==> src/lcr_defs.svh <==
// register offsets, field positions, reset values and timing counts
`ifndef LCR_DEFS_SVH
`define LCR_DEFS_SVH

// ***********************************
// register offsets
// ***********************************
`define LCR_OFS_COLOR_CTRL    8'h00
`define LCR_OFS_TINT_LUMA     8'h01
`define LCR_OFS_CUR_LIMITS    8'h02
`define LCR_OFS_WHITE_CTRL    8'h03
`define LCR_OFS_MAIN_CUR      8'h04
`define LCR_OFS_SUB_CUR       8'h05
`define LCR_OFS_PIN_DIR       8'h06
`define LCR_OFS_PIN_DATA      8'h07
`define LCR_OFS_POWER_EN      8'h08

// ***********************************
// writable bit masks
// ***********************************
`define LCR_WM_COLOR_CTRL     8'hee
`define LCR_WM_FULL           8'hff
`define LCR_WM_CUR_LIMITS     8'h3f
`define LCR_WM_WHITE_CTRL     8'h3f
`define LCR_WM_PIN_DIR        8'h17
`define LCR_WM_PIN_DATA       8'h07
`define LCR_WM_POWER_EN       8'h6c

// ***********************************
// reset values
// ***********************************
`define LCR_RST_COLOR_CTRL    8'h20
`define LCR_RST_POWER_EN      8'h04
`define LCR_RST_ZERO          8'h00

// ***********************************
// field positions
// ***********************************
`define LCR_B_PWM_EN          7
`define LCR_B_MASTER_EN       6
`define LCR_B_OUT_TYPE        5
`define LCR_B_RED_EN          3
`define LCR_B_GREEN_EN        2
`define LCR_B_BLUE_EN         1
`define LCR_B_SAFETY          7
`define LCR_B_FADE_LONG       5
`define LCR_B_FADE_SUB        4
`define LCR_B_FADE_EN         3
`define LCR_B_GANG            2
`define LCR_B_MAIN_EN         1
`define LCR_B_SUB_EN          0
`define LCR_B_EXT_PWM_EN      4
`define LCR_B_ACTIVE          6
`define LCR_B_BOOST           5
`define LCR_B_FLASH           3
`define LCR_B_LOAD            2

// ***********************************
// timing
// ***********************************
`define LCR_CLK_MHZ           250
`define LCR_FADE_SHORT_US     650000
`define LCR_FADE_LONG_US      1300000
`define LCR_FADE_STEPS        255
`define LCR_FADE_SHORT_CYC    ((`LCR_FADE_SHORT_US * `LCR_CLK_MHZ) / `LCR_FADE_STEPS)
`define LCR_FADE_LONG_CYC     ((`LCR_FADE_LONG_US * `LCR_CLK_MHZ) / `LCR_FADE_STEPS)
`define LCR_FADE_CNT_W        21

`endif

==> src/lcr_pkg.sv <==
// state types of the lighting control register bank
`include "lcr_defs.svh"
package lcr_pkg;

  typedef enum logic {LCR_FADE_IDLE, LCR_FADE_RAMP} lcr_fade_e;

  typedef struct packed {
    lcr_fade_e                   st;
    logic [`LCR_FADE_CNT_W-1:0]  cnt;
    logic [7:0]                  level;
  } lcr_fade_s;

  typedef struct packed {
    logic [7:0] cnt;
    logic [1:0] slot;
    logic [2:0] pwm;
  } lcr_pwm_s;

  typedef struct packed {
    logic [7:0] color_ctrl;
    logic [7:0] tint_luma;
    logic [7:0] cur_limits;
    logic [7:0] white_ctrl;
    logic [7:0] main_cur;
    logic [7:0] sub_cur;
    logic [7:0] pin_dir;
    logic [7:0] pin_data;
    logic [7:0] power_en;
    logic [7:0] rdata;
    logic       rvalid;
    logic [2:0] led;
    logic [2:0] gpio_out;
    logic [2:0] gpio_oe;
    logic [7:0] main_code;
    logic [7:0] sub_code;
    logic       ext_gate;
  } lcr_top_s;

endpackage

==> src/lcr_color_pwm.sv <==
// internal colour pwm pattern generator
`timescale 1ns/1ps
`default_nettype none
module lcr_color_pwm (
  input  wire logic       clk,
  input  wire logic       rst_n,
  input  wire logic       run,
  input  wire logic [3:0] tint,
  input  wire logic [2:0] luminance_level,
  input  wire logic       overlap_mode,
  output logic      [2:0] pwm
);
  import lcr_pkg::*;

  lcr_pwm_s s_r;
  lcr_pwm_s s_nxt;

  // bit 2 red, bit 1 green, bit 0 blue; upper codes all give white
  function automatic logic [2:0] tint_mix(input logic [3:0] t);
    unique case (t)
      4'h0:    tint_mix = 3'h4;
      4'h1:    tint_mix = 3'h2;
      4'h2:    tint_mix = 3'h1;
      4'h3:    tint_mix = 3'h6;
      4'h4:    tint_mix = 3'h3;
      4'h5:    tint_mix = 3'h5;
      default: tint_mix = 3'h7;
    endcase
  endfunction

  always_comb begin
    logic       duty_on;
    logic [2:0] slot_sel;
    duty_on  = 1'b0;
    slot_sel = 3'h0;
    s_nxt    = s_r;
    if (!run) begin
      s_nxt = '0;
    end else begin
      s_nxt.cnt = s_r.cnt + 8'h01;
      if (s_r.cnt == 8'hff) begin
        s_nxt.slot = (s_r.slot == 2'h2) ? 2'h0 : s_r.slot + 2'h1;
      end
      duty_on  = (s_r.cnt <= {luminance_level, 5'h1f});
      // without overlap each colour owns one slot of three
      slot_sel = 3'h4 >> s_r.slot;
      s_nxt.pwm = tint_mix(tint) & {3{duty_on}} & (overlap_mode ? 3'h7 : slot_sel);
    end
  end

  always_ff @(posedge clk or negedge rst_n) begin
    if (!rst_n) begin
      s_r <= '0;
    end else begin
      s_r <= s_nxt;
    end
  end

  assign pwm = s_r.pwm;
endmodule
`default_nettype wire

==> src/lcr_fade.sv <==
// automatic fade ramp of one backlight current code
`timescale 1ns/1ps
`default_nettype none
`include "lcr_defs.svh"
module lcr_fade #(
  parameter int unsigned STEP_SHORT = `LCR_FADE_SHORT_CYC,
  parameter int unsigned STEP_LONG  = `LCR_FADE_LONG_CYC
) (
  input  wire logic       clk,
  input  wire logic       rst_n,
  input  wire logic       enable,
  input  wire logic       long_sel,
  input  wire logic [7:0] target,
  output logic      [7:0] level
);
  import lcr_pkg::*;

  localparam logic [`LCR_FADE_CNT_W-1:0] LAST_SHORT = `LCR_FADE_CNT_W'(STEP_SHORT - 1);
  localparam logic [`LCR_FADE_CNT_W-1:0] LAST_LONG  = `LCR_FADE_CNT_W'(STEP_LONG - 1);

  lcr_fade_s s_r;
  lcr_fade_s s_nxt;

  always_comb begin
    s_nxt = s_r;
    if (!enable) begin
      s_nxt.st    = LCR_FADE_IDLE;
      s_nxt.cnt   = '0;
      s_nxt.level = target;
    end else begin
      unique case (s_r.st)
        LCR_FADE_IDLE: begin
          s_nxt.cnt = '0;
          if (s_r.level != target) begin
            s_nxt.st = LCR_FADE_RAMP;
          end
        end
        LCR_FADE_RAMP: begin
          if (s_r.level == target) begin
            s_nxt.st = LCR_FADE_IDLE;
          end else if (s_r.cnt >= (long_sel ? LAST_LONG : LAST_SHORT)) begin
            s_nxt.cnt   = '0;
            s_nxt.level = (s_r.level < target) ? s_r.level + 8'h01 : s_r.level - 8'h01;
          end else begin
            s_nxt.cnt = s_r.cnt + `LCR_FADE_CNT_W'(1);
          end
        end
      endcase
    end
  end

  always_ff @(posedge clk or negedge rst_n) begin
    if (!rst_n) begin
      s_r <= '0;
    end else begin
      s_r <= s_nxt;
    end
  end

  assign level = s_r.level;
endmodule
`default_nettype wire

==> src/lcr_regbank.sv <==
// lighting control register bank top
`timescale 1ns/1ps
`default_nettype none
`include "lcr_defs.svh"
module lcr_regbank #(
  parameter int unsigned FADE_STEP_SHORT = `LCR_FADE_SHORT_CYC,
  parameter int unsigned FADE_STEP_LONG  = `LCR_FADE_LONG_CYC
) (
  input  wire logic       clk,
  input  wire logic       rst_n,
  input  wire logic [7:0] reg_addr,
  input  wire logic [7:0] reg_wdata,
  input  wire logic       reg_wr,
  input  wire logic       reg_rd,
  output logic      [7:0] reg_rdata,
  output logic            reg_rdata_valid,
  input  wire logic       safety_active_in,
  input  wire logic       ext_pwm_in,
  input  wire logic [2:0] gpio_in,
  output logic      [2:0] gpio_out,
  output logic      [2:0] gpio_oe,
  output logic            red_led_out,
  output logic            green_led_out,
  output logic            blue_led_out,
  output logic            output_type_select,
  output logic      [1:0] red_current_limit,
  output logic      [1:0] green_current_limit,
  output logic      [1:0] blue_current_limit,
  output logic      [7:0] main_current_code,
  output logic      [7:0] sub_current_code,
  output logic            ext_pwm_gate,
  output logic            active_not_standby,
  output logic            boost_enable_out,
  output logic            flash_enable_out,
  output logic            active_load_enable
);
  import lcr_pkg::*;

  lcr_top_s s_r;
  lcr_top_s s_nxt;

  logic [2:0] pwm_bits;
  logic [7:0] fade_level;
  logic [7:0] main_eff;
  logic [7:0] sub_eff;
  logic [7:0] fade_target;
  logic       fade_on_sub;
  logic       safety_r;

  // ***********************************
  // address decode
  // ***********************************
  // mask of writable bits for an offset; zero for unmapped addresses
  function automatic logic [7:0] write_mask(input logic [7:0] a);
    unique case (a)
      `LCR_OFS_COLOR_CTRL: write_mask = `LCR_WM_COLOR_CTRL;
      `LCR_OFS_TINT_LUMA:  write_mask = `LCR_WM_FULL;
      `LCR_OFS_CUR_LIMITS: write_mask = `LCR_WM_CUR_LIMITS;
      `LCR_OFS_WHITE_CTRL: write_mask = `LCR_WM_WHITE_CTRL;
      `LCR_OFS_MAIN_CUR:   write_mask = `LCR_WM_FULL;
      `LCR_OFS_SUB_CUR:    write_mask = `LCR_WM_FULL;
      `LCR_OFS_PIN_DIR:    write_mask = `LCR_WM_PIN_DIR;
      `LCR_OFS_PIN_DATA:   write_mask = `LCR_WM_PIN_DATA;
      `LCR_OFS_POWER_EN:   write_mask = `LCR_WM_POWER_EN;
      default:             write_mask = `LCR_RST_ZERO;
    endcase
  endfunction

  // masked write keeps read-only bits at their stored zero
  function automatic logic [7:0] merge(input logic [7:0] old_v,
                                       input logic [7:0] new_v,
                                       input logic [7:0] m);
    merge = (old_v & ~m) | (new_v & m);
  endfunction

  // ***********************************
  // colour pwm and fade engines
  // ***********************************
  lcr_color_pwm u_pwm (
    .clk             (clk),
    .rst_n           (rst_n),
    .run             (s_r.color_ctrl[`LCR_B_PWM_EN] & s_r.power_en[`LCR_B_ACTIVE]),
    .tint            (s_r.tint_luma[7:4]),
    .luminance_level (s_r.tint_luma[3:1]),
    .overlap_mode    (s_r.tint_luma[0]),
    .pwm             (pwm_bits)
  );

  always_comb begin
    // ganged strings both follow the primary code
    main_eff    = s_r.main_cur;
    sub_eff     = s_r.white_ctrl[`LCR_B_GANG] ? s_r.main_cur : s_r.sub_cur;
    fade_on_sub = s_r.white_ctrl[`LCR_B_FADE_SUB];
    fade_target = fade_on_sub ? sub_eff : main_eff;
  end

  lcr_fade #(
    .STEP_SHORT (FADE_STEP_SHORT),
    .STEP_LONG  (FADE_STEP_LONG)
  ) u_fade (
    .clk      (clk),
    .rst_n    (rst_n),
    .enable   (s_r.white_ctrl[`LCR_B_FADE_EN]),
    .long_sel (s_r.white_ctrl[`LCR_B_FADE_LONG]),
    .target   (fade_target),
    .level    (fade_level)
  );

  // ***********************************
  // safety status
  // ***********************************
  // plain registered level; clears one cycle after safety_active_in drops
  always_ff @(posedge clk or negedge rst_n) begin
    if (!rst_n) begin
      safety_r <= 1'b0;
    end else begin
      safety_r <= safety_active_in;
    end
  end

  // ***********************************
  // register file and output logic
  // ***********************************
  always_comb begin
    logic [7:0] m;
    logic       act;
    logic       master;
    logic [2:0] chan_en;
    logic [2:0] drive;
    logic [7:0] main_str;
    logic [7:0] sub_str;
    m        = write_mask(reg_addr);
    act      = 1'b0;
    master   = 1'b0;
    chan_en  = 3'h0;
    drive    = 3'h0;
    main_str = 8'h00;
    sub_str  = 8'h00;
    s_nxt    = s_r;
    s_nxt.rvalid = 1'b0;

    if (reg_wr) begin
      unique case (reg_addr)
        `LCR_OFS_COLOR_CTRL: s_nxt.color_ctrl = merge(s_r.color_ctrl, reg_wdata, m);
        `LCR_OFS_TINT_LUMA:  s_nxt.tint_luma  = merge(s_r.tint_luma, reg_wdata, m);
        `LCR_OFS_CUR_LIMITS: s_nxt.cur_limits = merge(s_r.cur_limits, reg_wdata, m);
        `LCR_OFS_WHITE_CTRL: s_nxt.white_ctrl = merge(s_r.white_ctrl, reg_wdata, m);
        `LCR_OFS_MAIN_CUR:   s_nxt.main_cur   = merge(s_r.main_cur, reg_wdata, m);
        `LCR_OFS_SUB_CUR:    s_nxt.sub_cur    = merge(s_r.sub_cur, reg_wdata, m);
        `LCR_OFS_PIN_DIR:    s_nxt.pin_dir    = merge(s_r.pin_dir, reg_wdata, m);
        `LCR_OFS_PIN_DATA:   s_nxt.pin_data   = merge(s_r.pin_data, reg_wdata, m);
        `LCR_OFS_POWER_EN:   s_nxt.power_en   = merge(s_r.power_en, reg_wdata, m);
        default: ;
      endcase
    end

    // read sees the value before a write in the same cycle
    if (reg_rd) begin
      s_nxt.rvalid = 1'b1;
      unique case (reg_addr)
        `LCR_OFS_COLOR_CTRL: s_nxt.rdata = s_r.color_ctrl;
        `LCR_OFS_TINT_LUMA:  s_nxt.rdata = s_r.tint_luma;
        `LCR_OFS_CUR_LIMITS: s_nxt.rdata = {safety_r, s_r.cur_limits[6:0]};
        `LCR_OFS_WHITE_CTRL: s_nxt.rdata = s_r.white_ctrl;
        `LCR_OFS_MAIN_CUR:   s_nxt.rdata = s_r.main_cur;
        `LCR_OFS_SUB_CUR:    s_nxt.rdata = s_r.sub_cur;
        `LCR_OFS_PIN_DIR:    s_nxt.rdata = s_r.pin_dir;
        // input pins read back their level, output pins their data bit
        `LCR_OFS_PIN_DATA:   s_nxt.rdata = {5'h00,
                                            (s_r.pin_dir[2:0] & s_r.pin_data[2:0]) |
                                            (~s_r.pin_dir[2:0] & gpio_in)};
        `LCR_OFS_POWER_EN:   s_nxt.rdata = s_r.power_en;
        default:             s_nxt.rdata = `LCR_RST_ZERO;
      endcase
    end

    act     = s_r.power_en[`LCR_B_ACTIVE];
    master  = s_r.color_ctrl[`LCR_B_MASTER_EN];
    chan_en = {s_r.color_ctrl[`LCR_B_RED_EN],
               s_r.color_ctrl[`LCR_B_GREEN_EN],
               s_r.color_ctrl[`LCR_B_BLUE_EN]};
    // pwm bits only matter while internal pwm runs; otherwise steady on
    drive   = s_r.color_ctrl[`LCR_B_PWM_EN] ? pwm_bits : 3'h7;
    s_nxt.led = drive & chan_en & {3{master & act}};

    // faded string takes the ramp level, the other its code directly
    main_str = (s_r.white_ctrl[`LCR_B_FADE_EN] && !fade_on_sub) ? fade_level : main_eff;
    sub_str  = (s_r.white_ctrl[`LCR_B_FADE_EN] && fade_on_sub) ? fade_level : sub_eff;
    s_nxt.main_code = (act && s_r.white_ctrl[`LCR_B_MAIN_EN]) ? main_str : 8'h00;
    s_nxt.sub_code  = (act && s_r.white_ctrl[`LCR_B_SUB_EN]) ? sub_str : 8'h00;

    s_nxt.gpio_oe  = s_r.pin_dir[2:0];
    s_nxt.gpio_out = s_r.pin_data[2:0] & s_r.pin_dir[2:0];
    s_nxt.ext_gate = s_r.pin_dir[`LCR_B_EXT_PWM_EN] & ext_pwm_in;
  end

  // ***********************************
  // state register
  // ***********************************
  always_ff @(posedge clk or negedge rst_n) begin
    if (!rst_n) begin
      s_r            <= '0;
      s_r.color_ctrl <= `LCR_RST_COLOR_CTRL;
      s_r.power_en   <= `LCR_RST_POWER_EN;
    end else begin
      s_r <= s_nxt;
    end
  end

  // ***********************************
  // outputs, all from flip-flops
  // ***********************************
  assign reg_rdata           = s_r.rdata;
  assign reg_rdata_valid     = s_r.rvalid;
  assign gpio_out            = s_r.gpio_out;
  assign gpio_oe             = s_r.gpio_oe;
  assign red_led_out         = s_r.led[2];
  assign green_led_out       = s_r.led[1];
  assign blue_led_out        = s_r.led[0];
  assign output_type_select  = s_r.color_ctrl[`LCR_B_OUT_TYPE];
  assign red_current_limit   = s_r.cur_limits[5:4];
  assign green_current_limit = s_r.cur_limits[3:2];
  assign blue_current_limit  = s_r.cur_limits[1:0];
  assign main_current_code   = s_r.main_code;
  assign sub_current_code    = s_r.sub_code;
  assign ext_pwm_gate        = s_r.ext_gate;
  assign active_not_standby  = s_r.power_en[`LCR_B_ACTIVE];
  // boost, flash and load mirror their bits even in standby; gating is analog-side
  assign boost_enable_out    = s_r.power_en[`LCR_B_BOOST];
  assign flash_enable_out    = s_r.power_en[`LCR_B_FLASH];
  assign active_load_enable  = s_r.power_en[`LCR_B_LOAD];
endmodule
`default_nettype wire

==> config.mk <==
export PLATFORM = sky130hd
export DESIGN_NAME = lcr_regbank
export DESIGN_NICKNAME = d
export VERILOG_FILES = /design/src/lcr_pkg.sv /design/src/lcr_color_pwm.sv /design/src/lcr_fade.sv /design/src/lcr_regbank.sv
export VERILOG_INCLUDE_DIRS = /design/src
export SDC_FILE = /design/constraint.sdc
export NUM_CORES = 1
export LEC_CHECK = 0
export BUFFER_PORTS_ARGS = -buffer_cell sky130_fd_sc_hd__clkbuf_2
export CAP_MARGIN = 10
export CORE_MARGIN = 2
export CORE_UTILIZATION = 57
export DETAILED_ROUTE_END_ITERATION = 7
export HOLD_SLACK_MARGIN = 0.02
export PLACE_DENSITY = 0.85
export SLEW_MARGIN = 5
export SYNTH_ARGS = -nofsm -noshare
export SYNTH_HDL_FRONTEND = slang
export SYNTH_SLANG_ARGS = --single-unit
==> constraint.sdc <==
create_clock -name clk -period 7.89 [get_ports clk]
set_input_delay 0.789 -clock clk [delete_from_list [all_inputs] [get_ports clk]]
set_output_delay 0.789 -clock clk [all_outputs]
set_load 0.005 [all_outputs]
# Word level (Yosys, flattened, before mapping)
# Memories as Yosys holds them, arrays and structs flattened.
# Index checks and enable logic that the tools add are counted.
# totals
input_bits	25
romBits	128
out_inout_bits	46
elab_cells	132
memories	1
regBits	151
# memory_table
name	depth	width	read_ports	rd_ports_with_merged_regs	wr	line_no	rtl
(name not given)	16	8	1	0	0	lcr_regbank.sv:55	unique case (a)
# op_classes
n_eq_ne	22
shift	1
order_cmp	3
reduce_logical	18
n_addsub	5
n_bitwise	32
muxes	26
# op_table
operator	count
$and 8x8->8	10
$mux 8	10
$or 8x8->8	9
$pmux 8 s9	1
$pmux 22 s2	1
$mux 21	2
$eq 8x3->1 const B	4
$mux 30	1
$mux 29	1
$add 21x1->21 const B	1
$ge 21x21->1	1
$and 3x3->3	6
$pmux 3 s6	1
$reduce_and 2->1	9
$add 8x1->8 const B	2
$eq 8x2->1 const B	2
$mux 13	1
$mux 3	3
$eq 4x2->1 const B	2
$eq 4x3->1 const B	2
$eq 8x1->1 const B	1
$eq 8x4->1 const B	1
$eq 8x8->1	1
$eq 8x8->1 const B	1
other kinds (23)	34

# Depth between registers and ports, before layout
# Gate-level depths: netlist of the first run.
# depth
ltp_word	8
depth_mapped	15
depth_no_buf	14

# Modules after synthesis
# A second synthesis of the first run with hierarchy kept.
# hier_totals
hier_cells	754
hier_area_um2	8109.0
# modules_own_cells
mod	seq_area_each_um2	cells_per_inst	area_each_um2	n_inst
lcr_regbank	2555.0	405	4938.5	1
lcr_fade	750.7	274	2449.8	1
lcr_color_pwm	325.3	75	720.7	1

# Least setup slack after synthesis of the first run
# Ideal clock, no wire load.
# synth_path
path_kind	register to register
from	reg with a tool-made name
to	reg u_fade.s_r (netlist bit u_fade.level[7])
path_buffers	1
t_arrival_ns	3.313
t_required_ns	7.802
slack_ns	4.489
path_stages_with_launch	16
setup_ns	0.088
path_cell_list	dfrtp_1 -> nand2b_1 -> clkbuf_1 -> mux2i_1 -> ha_1 -> nor2b_1 -> o211ai_1 -> a21oi_1 -> or2_2 -> ha_1 -> nand3_1 -> o211ai_1 -> o41ai_1 -> or3_1 -> nand3_1 -> nor3b_1
# synth_lines
element	line_no	rtl
end signal, assigned	lcr_fade.sv:56	s_r <= s_nxt;
end, declared	lcr_fade.sv:21	lcr_fade_s s_r;

==> impl_metrics.env, run 1 <==
export IMPL_status="finished, final reports clean"
export IMPL_worst_pin_slew_ps=957
export IMPL_synth_common_cells="dfrtp_1, nor2_1, mux2i_1, mux2_2, nand2_1"
export IMPL_drtIter0Drc=555
export IMPL_fp_dieH_um=120
export IMPL_syn_area_per_cell_um2=10.4
export IMPL_syn_area_mm2=0.00770
export IMPL_cp_max_fo=11
export IMPL_start_util=0.583
export IMPL_peakVddDrop_mv=0.188
export IMPL_overflow=0
export IMPL_synth_ff_latch_count=145
export IMPL_hp_class="input port to async pin"
export IMPL_cts_tree="built"
export IMPL_nets=812
export IMPL_die_w_um=120
export IMPL_yosysMostFrequentCell="dfrtp_1"
export IMPL_maxCapViolCount=0
export IMPL_relSlewSlack=0.357
export IMPL_path_class="flip-flop to flip-flop"
export IMPL_synthFlopType="dfrtp_1"
export IMPL_wire_per_inst_um=19.3
export IMPL_critPathCaptureType="flip-flop"
export IMPL_num_vias=5910
export IMPL_io_buffers=70
export IMPL_min_period_ps=4190
export IMPL_ant_nets=0
export IMPL_cts_hold_buffers=0
export IMPL_startpoint_type="flip-flop"
export IMPL_row_count=42
export IMPL_yosysUniqueCellTypes=58
export IMPL_synth_nets=795
export IMPL_critical_path_required_ps=8220
export IMPL_gp_congestion=0.902
export IMPL_cts_num_sinks=145
export IMPL_async_flop_share=1.00
export IMPL_fin_crit_sh=0.531
export IMPL_yosysWarningCount=0
export IMPL_hold_viol=0
export IMPL_post_synth_top_area_fraction=0.465
export IMPL_synth_top_area_cell="dfrtp_1"
export IMPL_grt_max_degree=77
export IMPL_finClkSkew_ps=10.5
export IMPL_synthCells=738
export IMPL_slew_viol_final=0
export IMPL_rrSetupSlack_ps=3700
export IMPL_ios=71
export IMPL_rsz0062_at_grt="false"
export IMPL_antenna_found_initial=0
export IMPL_drive_gt1_frac=0.214
export IMPL_cts_resized=0
export IMPL_grt_pass1_wl_mm=30.1
export IMPL_clk_pin_slew_worst_paths_ps=60
export IMPL_setup_violations_final=0
export IMPL_fin_tns_setup_ps=0
export IMPL_viasPerCell=6.26
export IMPL_numCtsBuffers=17
export IMPL_synth_area_leaders="dfrtp_1, mux2_2, mux2i_1"
export IMPL_arrival_ps=4520
export IMPL_power_density_mw_per_mm2=245
export IMPL_dieArea_mm2=0.0144
export IMPL_worst_skew_pair_late_latency_ps=430
export IMPL_syn2layout_area_growth_pct=10.4
export IMPL_power_total_mw=2.08
export IMPL_drc=0
export IMPL_routed_wl_mm=18.2
export IMPL_n_fill_cell=946
export IMPL_dpl_hpwl_mm=12.2
export IMPL_fmaxAchievable_mhz=239
export IMPL_p_leak_nw=4.07
export IMPL_grt_pass1_vias=6002
export IMPL_drt_first_pass_iters=6
export IMPL_antenna_cells=0
export IMPL_root_buffer="clkbuf_16"
export IMPL_grt_usage=0.264
export IMPL_core_area_mm2=0.0132
export IMPL_htree_levels=4
export IMPL_post_cts_buffers=0
export IMPL_synth_edf_count=0
export IMPL_seq_area_frac_synth=0.472
export IMPL_cts_buffer_depth=2
metal layers:
metal / GRT usage / wire (µm)
met1: 0.339 / 7400
met2: 0.434 / 9040
met3: 0.0453 / 1080
met4: 0.135 / 660
met5: 0 / 0
power by group:
group          internal, mW  switching [mW]  leakage, nW  total [mW]
Combinational         0.151           0.256         1.80       0.407
Clock                 0.536           0.323        0.301       0.859
Sequential            0.773          0.0448         1.96       0.818
final timing paths:
kind / startpoint / to / cells after the start
worst min register to register: flip-flop / flip-flop / 0
max in group asynchronous: rst_n / async pin / 2
worst min-delay path: rst_n / u_fade.s_r[19] / 1
worst max register to register: flip-flop / u_fade.level[7] / 14
min in group clk: flip-flop / flip-flop / 0
worst max-delay path: flip-flop / u_fade.level[7] / 14
cell type report:
class	count	area, µm²	share of cell area
flip-flops and latches	145	3630	0.427
multi-input cells	487	3530	0.415
clock buffers	19	433	0.0509
repair buffers	71	364	0.0429
well taps	176	220	0.0259
clock inverters	13	199	0.0234
inverters	33	124	0.0146
worst max-delay path: stages, from the launching register on:
cell and delay, ps:
dfrtp_1 660, nand2b_1 470, mux2i_1 290, ha_1 290, nor2b_1 150, o211ai_1 170
a21oi_1 120, or2_2 400, ha_1 300, a21oi_1 190, o211ai_1 170, o41ai_1 360
o21ai_0 220, nand3_1 120, nor3b_1 190
layout by cell type (no fill, tap or decap), types with 3 or more instances in the layout:
master | Yosys | final
a211oi_1 | 16 | 16
a21o_1 | 5 | 5
a21oi_1 | 33 | 33
a221oi_1 | 3 | 3
a22oi_1 | 6 | 6
a31oi_1 | 9 | 9
a32o_1 | 3 | 3
a41oi_1 | 4 | 4
and2_1 | 4 | 4
and3_1 | 7 | 7
bufinv_16 | 0 | 4
clkbuf_16 | 0 | 17
clkbuf_2 | 1 | 69
dfrtp_1 | 143 | 143
ha_1 | 31 | 31
inv_1 | 33 | 33
inv_6 | 0 | 4
mux2_2 | 49 | 49
mux2i_1 | 54 | 54
nand2_1 | 41 | 41
nand2b_1 | 5 | 5
nand3_1 | 31 | 31
nand4_1 | 5 | 5
nor2_1 | 56 | 56
nor2b_1 | 4 | 4
nor3_1 | 8 | 8
nor3b_1 | 6 | 6
nor4_1 | 4 | 4
o211ai_1 | 3 | 3
o21ai_0 | 35 | 35
o22ai_1 | 20 | 20
or3_1 | 7 | 7
xnor2_1 | 6 | 6
xor2_1 | 6 | 6
stage by stage:
| stage | utilization | cells | hold slack, ps | setup WS (ps) | cell area [µm²] |
|---|---|---|---|---|---|
| floorplan | - | 738 | 387 | 4490 | 7700 |
| global placement | 0.596 | 912 | 364 | 4120 | 7870 |
| detailed placement | 0.596 | 912 | 367 | 3890 | 7870 |
| CTS | 0.644 | 944 | 381 | 3770 | 8500 |
| global route | 0.644 | 944 | 387 | 3370 | 8500 |
| finish | 0.644 | 944 | 380 | 3700 | 8500 |
logic make-up after synthesis:
kind of cell               count (synthesis)  share of synthesized area
xor gates and xnor gates                  12                     0.0137
buffers and inverters                    106                     0.0701
and+or+nand+nor                          190                      0.125
DFF                                      145                      0.472
AOI/OAI and AO/OA                        150                      0.124
muxes                                    103                      0.142
adders and majority gates                 32                     0.0530
Note: power is estimated with default switching activity, not from simulation.
==> run 2: changes to the inputs <==
Clock period 7.89 ns to 4.05 ns, I/O delays scaled along.
==> impl_metrics.env, run 2 (synthesis gave the netlist of run 1 again) <==
export IMPL_power_internal_mw=2.79
export IMPL_power_switching_mw=1.23
export IMPL_power_density_mw_per_mm2=473
export IMPL_core_area_mm2=0.0132
export IMPL_fp_dieH_um=120
export IMPL_crit_family="compound AO/OA/AOI/OAI gates"
export IMPL_drive_gt1_frac=0.220
export IMPL_arrival_ps=4150
export IMPL_io_buffers=70
export IMPL_viasPerCell=6.29
export IMPL_pwr_share_comb=0.201
export IMPL_hold_viol=0
export IMPL_globalRouteMet3Util=0.0608
export IMPL_cp_slowest_stage_delay_ps=430
export IMPL_root_buffer="clkbuf_16"
export IMPL_drt_first_pass_iters=5
export IMPL_htree_levels=4
export IMPL_critPathCaptureType="flip-flop"
export IMPL_worst_skew_pair_late_latency_ps=440
export IMPL_rr_endpoint="u_fade.level[7]"
export IMPL_num_vias=5965
export IMPL_setup_violations_final=0
export IMPL_wire_per_inst_um=19.6
export IMPL_power_frac_seq=0.396
export IMPL_numCtsBuffers=17
export IMPL_drtIter0Drc=652
export IMPL_dieArea_mm2=0.0144
export IMPL_finClkSkew_ps=6.28
export IMPL_start_util=0.583
export IMPL_layout_commonest_cell="dfrtp_1"
export IMPL_peakVddDrop_mv=0.347
export IMPL_gp_congestion=0.908
export IMPL_reg2reg_depth=14
export IMPL_post_cts_buffers=0
export IMPL_overflow=0
export IMPL_hp_class="input port to async pin"
export IMPL_grtUsageMet2=0.442
export IMPL_clkPwrFrac=0.404
export IMPL_rrSetupSlack_ps=240
export IMPL_cts_tree="built"
export IMPL_nets=816
export IMPL_antenna_cells=0
export IMPL_cts_num_sinks=145
export IMPL_syn2layout_area_growth_pct=10.5
export IMPL_final_cell_mix="dfrtp_1, clkbuf_2, nor2_1, mux2i_1, mux2_2"
export IMPL_placed_area_mm2=0.00790
export IMPL_cts_hold_buffers=0
export IMPL_crit_slowest_cell="dfrtp_1"
export IMPL_grt_max_degree=88
export IMPL_cts_buffer_depth=2
export IMPL_status="finished, final reports clean"
export IMPL_grt_pass1_wl_mm=30.3
export IMPL_worst_pin_slew_ps=969
export IMPL_startpoint_type="flip-flop"
export IMPL_crit_chain="nand2b_2, mux2i_1, ha_1, nor2b_1, o211ai_1, a21oi_1, or2_2, ha_1, a21oi_1, o211ai_1, o41ai_1, o21ai_0, nand3_1, nor3b_1"
export IMPL_relSlewSlack=0.352
export IMPL_ios=71
export IMPL_dpl_hpwl_mm=12.3
export IMPL_switching_share=0.307
export IMPL_maxCapViolCount=0
export IMPL_cp_depth=14
export IMPL_design_area_mm2=0.00850
export IMPL_fmaxAchievable_mhz=263
export IMPL_drc=0
export IMPL_final_core_util=0.645
export IMPL_fin_crit_sh=0.940
export IMPL_cp_max_fo=8
export IMPL_grt_busiest_layer="met2"
export IMPL_n_fill_cell=935
export IMPL_path_class="flip-flop to flip-flop"
export IMPL_routed_wl_mm=18.6
export IMPL_antenna_found_initial=0
export IMPL_clk_pin_slew_worst_paths_ps=60
export IMPL_fin_tns_setup_ps=0
export IMPL_grt_pass1_vias=5915
export IMPL_ant_nets=0
export IMPL_row_count=42
export IMPL_cp_num_buf_inv=0
export IMPL_min_period_ps=3810
export IMPL_critical_path_required_ps=4390
export IMPL_grt_usage=0.270
export IMPL_slew_viol_final=0
export IMPL_gr_usage_met1=0.345
export IMPL_p_leak_nw=4.08
export IMPL_die_w_um=120
export IMPL_rsz0062_at_grt="false"
[run 2: changes by cell type in the layout (fill, tap and decap cells not counted), sizes merged]
cell,delta
buf,+4
bufinv,-1
clkbuf,-1
clkinv,+1
inv,+1
[run 2: what timing repair did]
item,CTS,global route
hold endpoints to repair,0,0
setup endpoints to repair,0,1
gates resized for setup,0,1
[run 2: power by group through the flow]
stage               Combinational [mW]  Sequential [mW]  Clock, mW
floorplan                        0.592             1.58          0
global placement                 0.721             1.61          0
detailed placement               0.777             1.61          0
CTS                              0.794             1.59       1.63
global route                     0.893             1.60       1.71
finish                           0.806             1.59       1.62
[run 2: worst max path at each step]
stage,startpoint,slack [ps],to
after floorplan,flip-flop,650,u_fade.level[7]
after global placement,flip-flop,570,u_fade.level[7]
after detailed placement,flip-flop,230,u_fade.level[7]
after CTS,flip-flop,120,u_fade.level[7]
after global routing,flip-flop,50,u_fade.level[7]
final,flip-flop,240,u_fade.level[7]
[run 2: cell type report]
| class | instances | area (µm²) | share of cell area |
|---|---|---|---|
| flip-flops and latches | 145 | 3630 | 0.427 |
| inverters | 33 | 124 | 0.0146 |
| clock inverters | 14 | 175 | 0.0206 |
| clock buffers | 18 | 429 | 0.0505 |
| well taps | 176 | 220 | 0.0259 |
| repair buffers | 75 | 394 | 0.0464 |
| multi-input cells | 487 | 3530 | 0.415 |
[run 2: metrics by stage]
step | cells | hold slack, ps | power, mW | worst slack (ps)
CTS | 948 | 49.9 | 4.02 | 122
global route | 948 | 66.4 | 4.20 | 49.1
finish | 948 | 11.3 | 4.02 | 241
floorplan | 738 | 109 | 2.17 | 649
detailed placement | 916 | 366 | 2.39 | 232
global placement | 916 | 364 | 2.33 | 572
[run 2: metal layers]
metal / share of wire / vias up / routed length [µm]
met4: 0.025 / 0 / 472
met2: 0.51 / 276 / 9590
li1: - / 2674 / -
met3: 0.063 / 50 / 1170
met5: 0 / - / 0
met1: 0.40 / 2965 / 7390
